===== src/design/jitter_atten_regs.svh =====
`ifndef JITTER_ATTEN_REGS_SVH
`define JITTER_ATTEN_REGS_SVH

// Register indices; byte address on the bus is four times the index
`define JA_IDX_RX_CTRL 8'h00
`define JA_IDX_TX_CTRL 8'h02
`define JA_IDX_RX_STAT 8'h20
`define JA_IDX_RX_IN_DIV 8'h21
`define JA_IDX_RX_OUT_DIV 8'h22
`define JA_IDX_RX_CFG 8'h23
`define JA_IDX_TX_STAT 8'h24
`define JA_IDX_TX_IN_DIV 8'h25
`define JA_IDX_TX_OUT_DIV 8'h26
`define JA_IDX_TX_CFG 8'h27

// Field positions
`define JA_STAT_UND 0
`define JA_STAT_OVR 1
`define JA_CFG_LIMIT 0
`define JA_CFG_OVR_EN 2
`define JA_CFG_UND_EN 3
`define JA_CFG_READ_POINTER_CENTRING 4
`define JA_CTRL_BYP 7

// Reset values
`define JA_DIV_RESET 8'h2f
`define JA_CFG_RESET 8'h00

// Timing and sizes
`define JA_MASTER_CLK_KHZ 49152
`define JA_NOM_DIV 5'd24
`define JA_FAST_DIV 5'd23
`define JA_SLOW_DIV 5'd25
`define JA_HALF_DIV 5'd12
`define JA_FIFO_DEPTH 6'd48
`define JA_FIFO_LAST 6'd47
`define JA_FIFO_MID 6'd24
`define JA_GUARD 6'd1
`define JA_PHASE_MAX 10'sd255

`endif


===== src/design/jitter_atten_pkg.sv =====
package jitter_atten_pkg;

  // Rate decision of the digital PLL for the next smoothed clock period
  typedef enum logic [1:0] {
    SLEW_HOLD,
    SLEW_FAST,
    SLEW_SLOW
  } slew_t;

  typedef logic [7:0] reg_byte_t;

endpackage


===== src/design/e1_jitter_attenuator.sv =====
// How it works
// - Smoothed clock comes from adaptively dividing the master clock by phase error
// - Reference clock is divided by input divider plus one before phase compare
// - Smoothed clock is divided by output divider plus one before phase compare
// - Loop averages the reference frequency; slow wander tracked, fast jitter smoothed
// - FIFO data is read out on the smoothed clock
// - The elastic FIFO holds 48 bits
// - Writing into a full FIFO sets the overflow flag, status bit 1
// - Reading an empty FIFO sets the underrun flag, status bit 0
// - Overflow and underrun raise the interrupt when their enable bits are set
// - Guard enable steers the clock rate to keep fill 1 UI from the ends
// - Centring control moves the read pointer to the FIFO middle
// - Bypass bit routes data and clock around the elastic FIFO
// - Separate receive and transmit attenuators, each with own registers and FIFO
// - Each framer's attenuators run independently of all others
// - Nominal smoothed clock is the master clock divided by 24
`timescale 1ns/1ps
`include "jitter_atten_regs.svh"

module e1_jitter_attenuator
  import jitter_atten_pkg::*;
(
  input wire logic clk_i,
  input wire logic rst_i,
  input wire logic wb_cyc_i,
  input wire logic wb_stb_i,
  input wire logic wb_we_i,
  input wire logic [9:0] wb_adr_i,
  input wire logic [3:0] wb_sel_i,
  input wire logic [31:0] wb_dat_i,
  output logic [31:0] wb_dat_o,
  output logic wb_ack_o,
  input wire logic [1:0] ref_clk_i,
  input wire logic [1:0] line_data_i,
  output logic [1:0] smooth_clk_o,
  output logic [1:0] smooth_data_o,
  output logic irq_o
);

  ////////////////////////////////////////////////////////////////////////////
  // Shared decode helpers

  // Index of a per-path register: path 0 receive, path 1 transmit
  function automatic logic [7:0] path_idx(input logic path, input logic [7:0] rx_idx,
                                          input logic [7:0] tx_idx);
    path_idx = path ? tx_idx : rx_idx;
  endfunction

  // Circular pointer advance over the 48 cells
  function automatic logic [5:0] ptr_next(input logic [5:0] p);
    ptr_next = (p == `JA_FIFO_LAST) ? 6'h00 : p + 6'h01;
  endfunction

  ////////////////////////////////////////////////////////////////////////////
  // Wishbone slave front end
  //
  // Each register is one byte in the low lane of a 32-bit word.
  // A request is taken on the edge where cyc and stb are high and ack is low.
  // Ack follows one cycle later and lasts exactly one cycle.
  // A master that drops the request on the edge that samples ack is not served twice,
  // because ack_q masks the request in its own cycle; one that holds it longer is served again.
  // Writes with the low byte lane disabled are ignored on purpose.

  logic ack_q;
  logic [31:0] dat_q;
  logic irq_q;
  wire logic [7:0] bus_idx;
  wire logic bus_req;
  wire logic bus_wr;
  wire logic bus_rd;
  wire logic [7:0] path_rd [2];
  wire logic [1:0] path_irq;
  wire logic [7:0] rd_byte;

  // One access per request; ack drops in the cycle after it was given
  assign bus_idx = wb_adr_i[9:2];
  assign bus_req = wb_cyc_i & wb_stb_i & ~ack_q;
  assign bus_wr = bus_req & wb_we_i & wb_sel_i[0];
  assign bus_rd = bus_req & ~wb_we_i;
  assign rd_byte = path_rd[0] | path_rd[1];

  // Registered answer; unmapped indices read as zero and are still acked
  always_ff @(posedge clk_i) begin
    if (rst_i) begin
      ack_q <= 1'b0;
      dat_q <= 32'h0000_0000;
      irq_q <= 1'b0;
    end else begin
      ack_q <= bus_req;
      dat_q <= bus_rd ? {24'h00_0000, rd_byte} : dat_q;
      irq_q <= |path_irq;
    end
  end

  assign wb_ack_o = ack_q;
  assign wb_dat_o = dat_q;
  assign irq_o = irq_q;

  ////////////////////////////////////////////////////////////////////////////
  // Two independent attenuator paths
  //
  // Path 0 sits in the receive direction and path 1 in the transmit direction.
  // Nothing is shared between them except the bus decode and the interrupt OR.
  // Each path has:
  //   - a three-stage sampler on its reference clock and data pins
  //   - an input and an output divider feeding an up/down phase counter
  //   - a bang-bang rate choice that stretches or shortens one smoothed period
  //   - a 48-cell elastic store with circular write and read pointers
  //   - sticky overflow and underrun flags with per-flag enables
  // The smoothed clock is a level built from clk_i, not a real clock net.

  genvar g;
  generate
    for (g = 0; g < 2; g++) begin : g_path
      localparam logic PATH = (g == 1);

      logic [2:0] ref_s_q;
      logic [2:0] dat_s_q;
      logic ref_lvl_q;
      logic dat_lvl_q;
      logic [47:0] fifo_q;
      logic [5:0] wr_ptr_q;
      logic [5:0] rd_ptr_q;
      logic [5:0] fill_q;
      logic [4:0] div_cnt_q;
      logic [7:0] in_cnt_q;
      logic [7:0] out_cnt_q;
      logic signed [9:0] phase_q;
      logic [7:0] in_div_q;
      logic [7:0] out_div_q;
      logic [7:0] cfg_q;
      logic byp_q;
      logic [1:0] stat_q;
      logic clk_out_q;
      logic dat_out_q;
      slew_t slew;

      wire logic ref_lvl_d;
      wire logic dat_lvl_d;
      wire logic ref_rise;
      wire logic hit_ctrl;
      wire logic hit_stat;
      wire logic hit_in;
      wire logic hit_out;
      wire logic hit_cfg;
      wire logic read_pointer_centring_req;
      wire logic fifo_full;
      wire logic fifo_empty;
      wire logic wr_try;
      wire logic rd_try;
      wire logic do_wr;
      wire logic do_rd;
      wire logic [4:0] period;
      wire logic sm_tick;
      wire logic [4:0] div_cnt_d;
      wire logic in_pulse;
      wire logic out_pulse;
      wire logic signed [9:0] phase_sum;
      wire logic [1:0] stat_set;
      wire logic [1:0] stat_clr;
      wire logic [5:0] mid_ptr;

      // Three-stage pin sampling; a level counts once stages two and three agree
      // Stage one may go metastable, so only stage two reads it.
      // A pin pulse shorter than two clocks may be lost entirely.
      // The reference edge and the data level share the same delay,
      // so the bit written is the one that stood at the reference rise.
      assign ref_lvl_d = (ref_s_q[1] == ref_s_q[2]) ? ref_s_q[2] : ref_lvl_q;
      assign dat_lvl_d = (dat_s_q[1] == dat_s_q[2]) ? dat_s_q[2] : dat_lvl_q;
      assign ref_rise = ref_lvl_d & ~ref_lvl_q;

      always_ff @(posedge clk_i) begin
        if (rst_i) begin
          ref_s_q <= 3'h0;
          dat_s_q <= 3'h0;
          ref_lvl_q <= 1'b0;
          dat_lvl_q <= 1'b0;
        end else begin
          ref_s_q <= {ref_s_q[1:0], ref_clk_i[g]};
          dat_s_q <= {dat_s_q[1:0], line_data_i[g]};
          ref_lvl_q <= ref_lvl_d;
          dat_lvl_q <= dat_lvl_d;
        end
      end

      // Register decode for this path
      assign hit_ctrl = bus_idx == path_idx(PATH, `JA_IDX_RX_CTRL, `JA_IDX_TX_CTRL);
      assign hit_stat = bus_idx == path_idx(PATH, `JA_IDX_RX_STAT, `JA_IDX_TX_STAT);
      assign hit_in = bus_idx == path_idx(PATH, `JA_IDX_RX_IN_DIV, `JA_IDX_TX_IN_DIV);
      assign hit_out = bus_idx == path_idx(PATH, `JA_IDX_RX_OUT_DIV, `JA_IDX_TX_OUT_DIV);
      assign hit_cfg = bus_idx == path_idx(PATH, `JA_IDX_RX_CFG, `JA_IDX_TX_CFG);
      assign read_pointer_centring_req = bus_wr & hit_cfg & wb_dat_i[`JA_CFG_READ_POINTER_CENTRING];

      // Software settings; the transmit bypass is left to software in clock master mode
      always_ff @(posedge clk_i) begin
        if (rst_i) begin
          in_div_q <= `JA_DIV_RESET;
          out_div_q <= `JA_DIV_RESET;
          cfg_q <= `JA_CFG_RESET;
          byp_q <= 1'b0;
        end else begin
          if (bus_wr && hit_in) begin
            in_div_q <= wb_dat_i[7:0];
          end
          if (bus_wr && hit_out) begin
            out_div_q <= wb_dat_i[7:0];
          end
          if (bus_wr && hit_cfg) begin
            cfg_q <= wb_dat_i[7:0];
          end
          if (bus_wr && hit_ctrl) begin
            byp_q <= wb_dat_i[`JA_CTRL_BYP];
          end
        end
      end

      // Read view; other bits of the control register read as zero
      assign path_rd[g] = ({8{hit_ctrl}} & {byp_q, 7'h00})
                        | ({8{hit_stat}} & {6'h00, stat_q})
                        | ({8{hit_in}} & in_div_q)
                        | ({8{hit_out}} & out_div_q)
                        | ({8{hit_cfg}} & cfg_q);

      // Phase discriminator inputs: both clocks divided before comparison
      // A positive count means the reference side is ahead of the smoothed side.
      // Larger dividers make each count step rarer, so the loop reacts more slowly
      // and attenuates lower jitter frequencies.
      // Changing a divider mid-run may leave a counter above its new limit;
      // it then wraps at 255 once, a one-time phase step the loop absorbs.
      assign in_pulse = ref_rise & (in_cnt_q == in_div_q);
      assign out_pulse = sm_tick & (out_cnt_q == out_div_q);
      assign phase_sum = phase_q + (in_pulse ? 10'sd1 : 10'sd0)
                       - (out_pulse ? 10'sd1 : 10'sd0);

      always_ff @(posedge clk_i) begin
        if (rst_i) begin
          in_cnt_q <= 8'h00;
          out_cnt_q <= 8'h00;
          phase_q <= 10'sd0;
        end else begin
          if (ref_rise) begin
            in_cnt_q <= in_pulse ? 8'h00 : in_cnt_q + 8'h01;
          end
          if (sm_tick) begin
            out_cnt_q <= out_pulse ? 8'h00 : out_cnt_q + 8'h01;
          end
          // Saturate so a long outage cannot wrap the error sign
          if (phase_sum > `JA_PHASE_MAX) begin
            phase_q <= `JA_PHASE_MAX;
          end else if (phase_sum < -`JA_PHASE_MAX) begin
            phase_q <= -`JA_PHASE_MAX;
          end else begin
            phase_q <= phase_sum;
          end
        end
      end

      // Rate choice: guard band overrides the phase error near full or empty
      // Without the guard the loop follows phase only and may run the store dry
      // or into overflow under large input jitter.
      // With it, attenuation is traded for fewer lost bits; a reference outside the 23 to 25 count period range still overflows or runs dry.
      // Holding rate at zero error avoids hunting between fast and slow.
      always_comb begin
        if (cfg_q[`JA_CFG_LIMIT] && fill_q <= `JA_GUARD) begin
          slew = SLEW_SLOW;
        end else if (cfg_q[`JA_CFG_LIMIT] && fill_q >= `JA_FIFO_DEPTH - `JA_GUARD) begin
          slew = SLEW_FAST;
        end else if (phase_q > 10'sd0) begin
          slew = SLEW_FAST;
        end else if (phase_q < 10'sd0) begin
          slew = SLEW_SLOW;
        end else begin
          slew = SLEW_HOLD;
        end
      end

      // One master-clock cycle stolen or added per period; small steps keep jitter low
      assign period = (slew == SLEW_FAST) ? `JA_FAST_DIV
                    : (slew == SLEW_SLOW) ? `JA_SLOW_DIV : `JA_NOM_DIV;
      assign sm_tick = div_cnt_q == period - 5'd1;
      assign div_cnt_d = sm_tick ? 5'd0 : div_cnt_q + 5'd1;

      // Elastic store status
      // Fill counts stored bits; full at 48 and empty at 0.
      // Write and read in one cycle leave the fill unchanged.
      // Bypass stops both pointers so the store keeps its old contents,
      // which reappear if bypass is later cleared without recentring.
      // Centring takes the write pointer as reference and puts the read
      // pointer half the store behind it.
      assign fifo_full = fill_q == `JA_FIFO_DEPTH;
      assign fifo_empty = fill_q == 6'd0;
      assign wr_try = ref_rise & ~byp_q;
      assign rd_try = sm_tick & ~byp_q;
      assign do_wr = wr_try & ~fifo_full;
      assign do_rd = rd_try & ~fifo_empty;
      assign mid_ptr = (wr_ptr_q >= `JA_FIFO_MID) ? wr_ptr_q - `JA_FIFO_MID
                                                  : wr_ptr_q + `JA_FIFO_MID;

      // Pointers and fill; a write into a full store is dropped
      always_ff @(posedge clk_i) begin
        if (rst_i) begin
          wr_ptr_q <= 6'h00;
          rd_ptr_q <= 6'h00;
          fill_q <= 6'h00;
          div_cnt_q <= 5'd0;
        end else begin
          div_cnt_q <= div_cnt_d;
          wr_ptr_q <= do_wr ? ptr_next(wr_ptr_q) : wr_ptr_q;
          if (read_pointer_centring_req) begin
            rd_ptr_q <= mid_ptr;
            fill_q <= `JA_FIFO_MID;
          end else begin
            rd_ptr_q <= do_rd ? ptr_next(rd_ptr_q) : rd_ptr_q;
            fill_q <= fill_q + {5'h00, do_wr} - {5'h00, do_rd};
          end
        end
      end

      // Storage cells, written on the reference side only
      always_ff @(posedge clk_i) begin
        if (rst_i) begin
          fifo_q <= 48'h0000_0000_0000;
        end else if (do_wr) begin
          fifo_q[wr_ptr_q] <= dat_lvl_d;
        end
      end

      // Output clock and data; underrun repeats the last bit
      // In bypass the pins pass through the sampler, so output edges lag the pins
      // by four clocks and keep the input jitter untouched.
      // High phase is the first 12 counts, so a stretched period lengthens low.
      always_ff @(posedge clk_i) begin
        if (rst_i) begin
          clk_out_q <= 1'b0;
          dat_out_q <= 1'b0;
        end else if (byp_q) begin
          clk_out_q <= ref_lvl_d;
          dat_out_q <= dat_lvl_d;
        end else begin
          clk_out_q <= div_cnt_d < `JA_HALF_DIV;
          dat_out_q <= do_rd ? fifo_q[rd_ptr_q] : dat_out_q;
        end
      end

      assign smooth_clk_o[g] = clk_out_q;
      assign smooth_data_o[g] = dat_out_q;

      // Sticky flags cleared by a status read; a new event wins over the clear
      assign stat_set[`JA_STAT_OVR] = wr_try & fifo_full;
      assign stat_set[`JA_STAT_UND] = rd_try & fifo_empty;
      assign stat_clr = {2{bus_rd & hit_stat}};

      always_ff @(posedge clk_i) begin
        if (rst_i) begin
          stat_q <= 2'h0;
        end else begin
          stat_q <= (stat_q & ~stat_clr) | stat_set;
        end
      end

      // Enables in the config register act as the interrupt mask
      assign path_irq[g] = (stat_q[`JA_STAT_OVR] & cfg_q[`JA_CFG_OVR_EN])
                         | (stat_q[`JA_STAT_UND] & cfg_q[`JA_CFG_UND_EN]);
    end
  endgenerate

endmodule // e1_jitter_attenuator


===== config.mk =====
export PLATFORM = sky130hd
export DESIGN_NAME = e1_jitter_attenuator
export DESIGN_NICKNAME = d
export VERILOG_FILES = /design/src/design/jitter_atten_pkg.sv /design/src/design/e1_jitter_attenuator.sv
export VERILOG_INCLUDE_DIRS = /design/src /design/src/design
export SDC_FILE = /design/constraint.sdc
export NUM_CORES = 1
export LEC_CHECK = 0
export BUFFER_PORTS_ARGS = -buffer_cell sky130_fd_sc_hd__buf_2
export CAP_MARGIN = 0
export CORE_MARGIN = 2
export CORE_UTILIZATION = 47
export DETAILED_ROUTE_END_ITERATION = 7
export SLEW_MARGIN = 5
export SYNTH_ARGS = -nofsm -noshare
export SYNTH_HDL_FRONTEND = slang
export SYNTH_SLANG_ARGS = --single-unit
export TNS_END_PERCENT = 20

===== constraint.sdc =====
create_clock -name clk_i -period 7.1 [get_ports clk_i]
set_input_delay 1.42 -clock clk_i [delete_from_list [all_inputs] [get_ports clk_i]]
set_output_delay 1.42 -clock clk_i [all_outputs]
set_load 0.005 [all_outputs]

==> impl_metrics.yaml, run 1 <==
outcome:
  outcome: "finished, final reports clean"
synth:
  synthAdderAreaFrac_pct: 6.711
  syn-cell-area_um2: 14920
  synth_edf_count: 0
  synth-seq-cells: 278
  ys_top_cells_by_area: "dfxtp_1 37%, nor2_1 6.1%, ha_1 6.0%, mux2i_1 5.4%, nand2_1 5.2%"
  seq_area_frac_synth_pct: 37.31
  ys.flop_type: "dfxtp_1"
  syn_area_per_cell_um2: 8.432
  yosys_warnings: 0
  synth-compound-area-share_pct: 12.53
  synth-xor-area-share_pct: 5.872
  synth_top_family_by_area: "simple AND/OR/NAND/NOR gates"
  synth_cells: 1769
  synth_top_area_share_pct: 37.31
  yosysUniqueCellTypes: 77
  synth-async-reset-ratio_pct: 0
  synth_simple_gate_area_share_pct: 22.70
  synthMuxAreaShare_pct: 9.068
  yosys.area.top_type: "dfxtp_1"
drt:
  drtAntennaViolNets: 0
  dr.pass1.iters: 5
  drcViolationCount: 0
  wl_mm: 35.06
  vias: 12090
  wl_per_cell_um: 16.17
  drtIter0Drc: 861
  routed_via_density: 5.577
sta:
  fin_hold_ws_ns: 0.4287
  drv_slew: 0
  setup_viol: 0
  finalHoldViolations: 0
  slew_headroom_pct: 17.49
  max_freq_mhz: 170.2
  fin_skew_ns: 0.01325
  rsz0062_at_grt: "false"
  worst_slack_ns: 1.224
  layout_min_cycle_time_ns: 5.876
  tns_ns: 0
  tightest_slew_ns: 1.228
  finalCritPeriodShare_pct: 82.76
grt:
  grt_pass1_vias: 11180
  grt_util_met1_pct: 28.77
  grt_max_degree: 85
  antenna_found_initial: 0
  grtUsageMet2_pct: 34.63
  overflow: 0
  grt.met3_usage_pct: 2.195
  grt_first_pass_wirelength_mm: 57.23
  busiest_layer: "met2"
  grt_use_total_pct: 20.79
critical_path:
  critPathArrivalTime_ns: 6.30
  worstPathBufferInverterCount: 4
  slowest_stage: "fa_1"
  reg2regPathDepth: 26
  cpLargestDelayFamily: "compound AO/OA/AOI/OAI gates"
  r2r_slack_ns: 1.22
  crit_fanout: 11
  setup.worst_path.end_class: "register"
  cp.required_ns: 7.53
  r2r_end: "g_path[1].phase_q[2]"
  setup.worst_path.class: "register to register"
  crit_path_frequent_cell: "ha_1"
  r2r-start: "g_path[1].fill_q[4]"
  crit_path_start_kind: "register"
  critPathMaxStageDelay_ns: 0.43
worst_hold_path:
  holdPathStages: 1
  hold_path_class: "register to register"
  hold-path-endpoint: "g_path[0].ref_s_q[1]"
  hold_start: "g_path[0].ref_s_q[0]"
finish:
  fillCellCount: 3018
  final_util_pct: 51.48
  post-route-cell-area_um2: 16160
  antenna_cells: 0
  nets: 1878
  syn_to_final_growth_pct: 8.355
  post_route_cells_drive_above_1_share_pct: 8.211
clock_network:
  clkLatencyLatePin_ns: 0.56
  cts_setup_buffers: 0
  cts_sinks: 278
  path_clk_slew_ns: 0.06
  cts_made_buffers: 31
  cts_buffer_depth: 3
  cts_root_buf: "clkbuf_16"
  cts_tree: "yes"
  cts.repair.resized: 0
  h-tree-depth: 1
  postCtsHoldBufs: 0
floorplan:
  ios: 93
  die_h_um: 182.1
  row_count: 65
  core_area_um2: 31390
  die-area_um2: 33180
  fp.dieW_um: 182.1
  initial_utilization_pct: 47.51
power_and_ir_drop:
  leakage_nw: 6.320
  powerDensity_nw_per_um2: 277.1
  peakVddDrop_v: 0.0002168
placed_design:
  port_buffers: 39
  pre_cts_ws_ns: 1.201
  dpl.hpwl_mm: 23.45
  place.gp.congestion: 0.8271
  post_dp_cell_area_um2: 15160
run:
  cap_violations: 0
report_power, final:
part	internal, mW	switching [mW]	total [mW]
Clock	0.955	0.635	1.59
Sequential	1.63	0.0316	1.66
Combinational	0.539	0.687	1.23
Total	3.13	1.35	4.48
layout make-up:
| cell class | instances | area (um2) | area share, % |
|---|---|---|---|
| tap | 402 | 503.0 | 3.112 |
| clock buffer | 46 | 922.1 | 5.706 |
| timing repair buffer | 50 | 284.0 | 1.757 |
| sequential | 278 | 5565 | 34.44 |
| multi-input combinational | 1324 | 8574 | 53.05 |
| clock inverter | 6 | 80.08 | 0.4955 |
| inverter | 62 | 232.7 | 1.440 |
worst max path at each step:
stage / from / endpoint / slack, ns / depth (start not counted)
after CTS: g_path[1].fill_q[4] / g_path[1].phase_q[2] / 1.19 / 26
after global routing: g_path[1].fill_q[3] / g_path[1].phase_q[2] / 0.56 / 26
final: g_path[1].fill_q[4] / g_path[1].phase_q[2] / 1.22 / 26
after global placement: g_path[1].fill_q[4] / g_path[1].phase_q[2] / 1.30 / 26
after detailed placement: g_path[1].fill_q[4] / g_path[1].phase_q[2] / 1.20 / 26
after floorplan: g_path[1].fill_q[4] / g_path[1].phase_q[8] / 1.86 / 25
state kept, by name (all words and copies together) (netlist names), 8 cells and up:
signal	flops
g_path.fill_q	12
g_path.in_cnt_q	16
wb_dat_o	8
g_path.out_cnt_q	16
g_path.phase_q	20
g_path.wr_ptr_q	12
g_path.rd_ptr_q	12
g_path.cfg_q	16
g_path.div_cnt_q	10
g_path.fifo_q	96
g_path.in_div_q	16
g_path.out_div_q	16
metrics by stage:
| step | instances | total power, mW |
|---|---|---|
| 3_3_place_gp | 2116 | 2.893 |
| 2_1_floorplan | 1792 | 2.684 |
| 5_1_grt | 2168 | 4.733 |
| 4_1_cts | 2168 | 4.503 |
| 3_5_place_dp | 2116 | 2.914 |
| 6_report | 2168 | 4.479 |
Yosys cell counts (36+ instances only):
library cell / n
nand3_1: 74
a21oi_1: 116
xnor2_1: 36
ha_1: 72
dfxtp_1: 278
o21ai_0: 62
inv_1: 58
xor2_1: 64
clkbuf_1: 71
nand2_1: 206
mux2i_1: 80
nor2_1: 243
layout by cell type (no fill, tap or decap), types with 19 or more instances in the layout:
| cell | count |
|---|---|
| conb_1 | 24 |
| xor2_1 | 64 |
| inv_1 | 58 |
| nor2b_1 | 23 |
| nand4_1 | 19 |
| nand2_1 | 206 |
| o21ai_0 | 62 |
| xnor2_1 | 36 |
| nor2_1 | 243 |
| nand3_1 | 74 |
| buf_2 | 38 |
| clkbuf_16 | 31 |
| dfxtp_1 | 278 |
| mux4_2 | 21 |
| a22oi_1 | 24 |
| a21oi_1 | 116 |
| nor3_1 | 33 |
| ha_1 | 72 |
| mux2i_1 | 80 |
per-layer routing:
metal,vias to the layer above,part of all wire (%)
met4,0,2.4
li1,6046,-
met2,261,46
met3,63,4.0
met5,-,0
met1,5720,47
cells by family (layout without fill, tap and decap cells):
logic type,count (synthesis),after routing
flip-flops,278,278
adder cells (fa/ha/maj),78,78
XOR/XNOR,100,100
buffers and inverters,190,164
other,1,24
AND/OR/NAND/NOR,716,716
multiplexers,108,108
AO/OA/AOI/OAI,298,298
Note: power is estimated with default switching activity, not from simulation.
==> run 2: changes to the inputs <==
==> constraint.sdc (replaced) <==
create_clock -name clk_i -period 5.5 [get_ports clk_i]
set_input_delay 1.1 -clock clk_i [delete_from_list [all_inputs] [get_ports clk_i]]
set_output_delay 1.1 -clock clk_i [all_outputs]
set_load 0.005 [all_outputs]
==> impl_metrics.yaml, run 2 (synthesis results as in run 1) <==
clock_network:
  h-tree-depth: 2
  cts_root_buf: "clkbuf_16"
  cts_sinks: 278
  path_clk_slew_ns: 0.06
  cts_tree: "yes"
  clkLatencyLatePin_ns: 0.51
  cts_made_buffers: 34
  cts_buffer_depth: 3
finish:
  layout_common_cells: "278 x dfxtp_1, 243 x nor2_1, 206 x nand2_1"
  final_cells: 2183
  final_util_pct: 52.26
  regMostFlops: "g_path.fifo_q"
  nets: 1891
  post_route_cells_drive_above_1_share_pct: 9.321
  fillCellCount: 2980
  final_common_cell: "dfxtp_1"
  antenna_cells: 0
  largest_reg_flops: 96
  largestRegisters: "g_path.fifo_q (96), g_path.phase_q (20)"
  syn_to_final_growth_pct: 9.991
critical_path:
  cpLargestDelayFamily: "compound AO/OA/AOI/OAI gates"
  cp.required_ns: 5.92
  r2r_slack_ns: 0.39
  crit_path_frequent_cell: "ha_1"
  critPathArrivalTime_ns: 5.52
  crit_path_cell_trace: "inv_2 > ha_1 > a41o_1 > nand2_1 > nand2_1 > o21ai_1 > a41o_1 > ha_1 > xnor2_2 > o2111ai_2 > nor3_2 > ha_1 > inv_1 > ha_1 > fa_1 > a211o_1 > a31oi_2 > o21ai_0 > a211oi_2 > inv_1 > a311o_1 > ha_1 > or3b_2 > o31ai_1"
  worstPathBufferInverterCount: 3
  r2r-start: "g_path[1].fill_q[4]"
  crit_path_start_kind: "register"
  critPathMaxStageDelay_ns: 0.45
  cp-startpoint: "g_path[1].fill_q[4]"
  reg2regPathDepth: 24
  setup.worst_path.class: "register to register"
  setup.worst_path.end_class: "register"
  crit_fanout: 4
  r2r_end: "g_path[1].phase_q[8]"
  slowest_stage: "or3b_2"
floorplan:
  row_count: 65
  initial_utilization_pct: 47.51
  die-area_um2: 33180
  ios: 93
  core_area_um2: 31390
  fp.dieW_um: 182.1
  die_h_um: 182.1
placed_design:
  dp.cells: 2125
  dpl.hpwl_mm: 23.44
  place.gp.congestion: 0.8335
  port_buffers: 39
drt:
  wl_mm: 35.26
  routed_via_density: 5.550
  drtAntennaViolNets: 0
  drtIter0Drc: 735
  drcViolationCount: 0
  dr.pass1.iters: 5
  vias: 12120
  wl_per_cell_um: 16.15
sta:
  finalHoldViolations: 0
  max_freq_mhz: 195.9
  fin_hold_ws_ns: 0.4352
  drv_slew: 0
  tightest_slew_ns: 1.063
  setup_viol: 0
  layout_min_cycle_time_ns: 5.105
  fin_skew_ns: 0.01684
  finalCritPeriodShare_pct: 92.82
  slew_headroom_pct: 28.61
power_and_ir_drop:
  clockPowerShare_pct: 37.0
  p_switching_mw: 1.810
  powerDensity_nw_per_um2: 370.2
  peakVddDrop_v: 0.0002015
  internal_power_mw: 4.263
  p_seq_share_pct: 35.3
  p_comb_share_pct: 27.6
  swShare_pct: 29.80
  leakage_nw: 6.445
worst_hold_path:
  holdPathStages: 1
  hold_start: "g_path[1].dat_s_q[0]"
  hold_path_class: "register to register"
  hold-path-endpoint: "g_path[1].dat_s_q[1]"
grt:
  grt_first_pass_wirelength_mm: 58.12
  grt_pass1_vias: 11410
  overflow: 0
  grt_max_degree: 124
  antenna_found_initial: 0
  grt_use_total_pct: 21.18
run:
  cap_violations: 0
outcome:
  outcome: "finished, final reports clean"
run 2: through the flow:
stage                     cell area [um2]  setup TNS, ns  setup WS [ns]  power [mW]
after floorplan                     15000              0         0.2629       3.465
after global routing                16410       -0.03041       -0.03041       6.452
after global placement              15240              0         0.1665       3.771
after detailed placement            15240              0        0.01156       3.799
after CTS                           16370              0        0.04922       6.062
final                               16410              0         0.3947       6.073
run 2: worst max-delay path by stage:
stage,to,depth (start not counted)
3_3_place_gp,g_path[1].phase_q[2],25
6_report,g_path[1].phase_q[8],24
4_1_cts,g_path[1].phase_q[2],25
2_1_floorplan,g_path[1].phase_q[8],25
5_1_grt,g_path[1].phase_q[8],24
3_5_place_dp,g_path[1].phase_q[2],25
run 2: timing repair:
item | 4_1_cts | 5_1_grt
setup endpoints to repair | 1 | 16
resized for setup | 1 | 11
setup buffers | 0 | 1
pin swaps | 0 | 2
hold buffers | 0 | 0
run 2: power by group through the flow:
stage,Clock [mW],Sequential [mW],Combinational (mW)
floorplan,0,2.18,1.29
global placement,0,2.19,1.58
detailed placement,0,2.19,1.61
CTS,2.30,2.15,1.62
global route,2.40,2.15,1.90
finish,2.25,2.15,1.68
run 2: area by class of cell:
type	instances	area, um2	share of cell area [%]
well taps	402	503.0	3.066
clock buffers	50	1035	6.307
flip-flops and latches	278	5565	33.92
clock inverters	7	91.34	0.5567
multi-input cells	1324	8607	52.46
repair buffers	60	371.6	2.265
inverters	62	232.7	1.419
run 2: per-layer routing:
layer	part of all wire (%)	GRT usage, %	vias to the layer above
met5	0	0	-
met4	2.1	5.935	0
met3	4.7	2.774	54
met2	45	34.44	283
met1	48	29.56	5719
li1	-	-	6060
run 2: worst register-to-register path, cell delays in order (launching register included):
cell	delay [ns]
dfxtp_1	0.32
inv_2	0.08
ha_1	0.15
a41o_1	0.16
nand2_1	0.07
nand2_1	0.08
o21ai_1	0.09
a41o_1	0.24
ha_1	0.33
xnor2_2	0.17
o2111ai_2	0.16
nor3_2	0.20
ha_1	0.18
inv_1	0.04
ha_1	0.21
fa_1	0.40
a211o_1	0.32
a31oi_2	0.22
o21ai_0	0.13
a211oi_2	0.23
inv_1	0.09
a311o_1	0.32
ha_1	0.31
or3b_2	0.45
o31ai_1	0.07
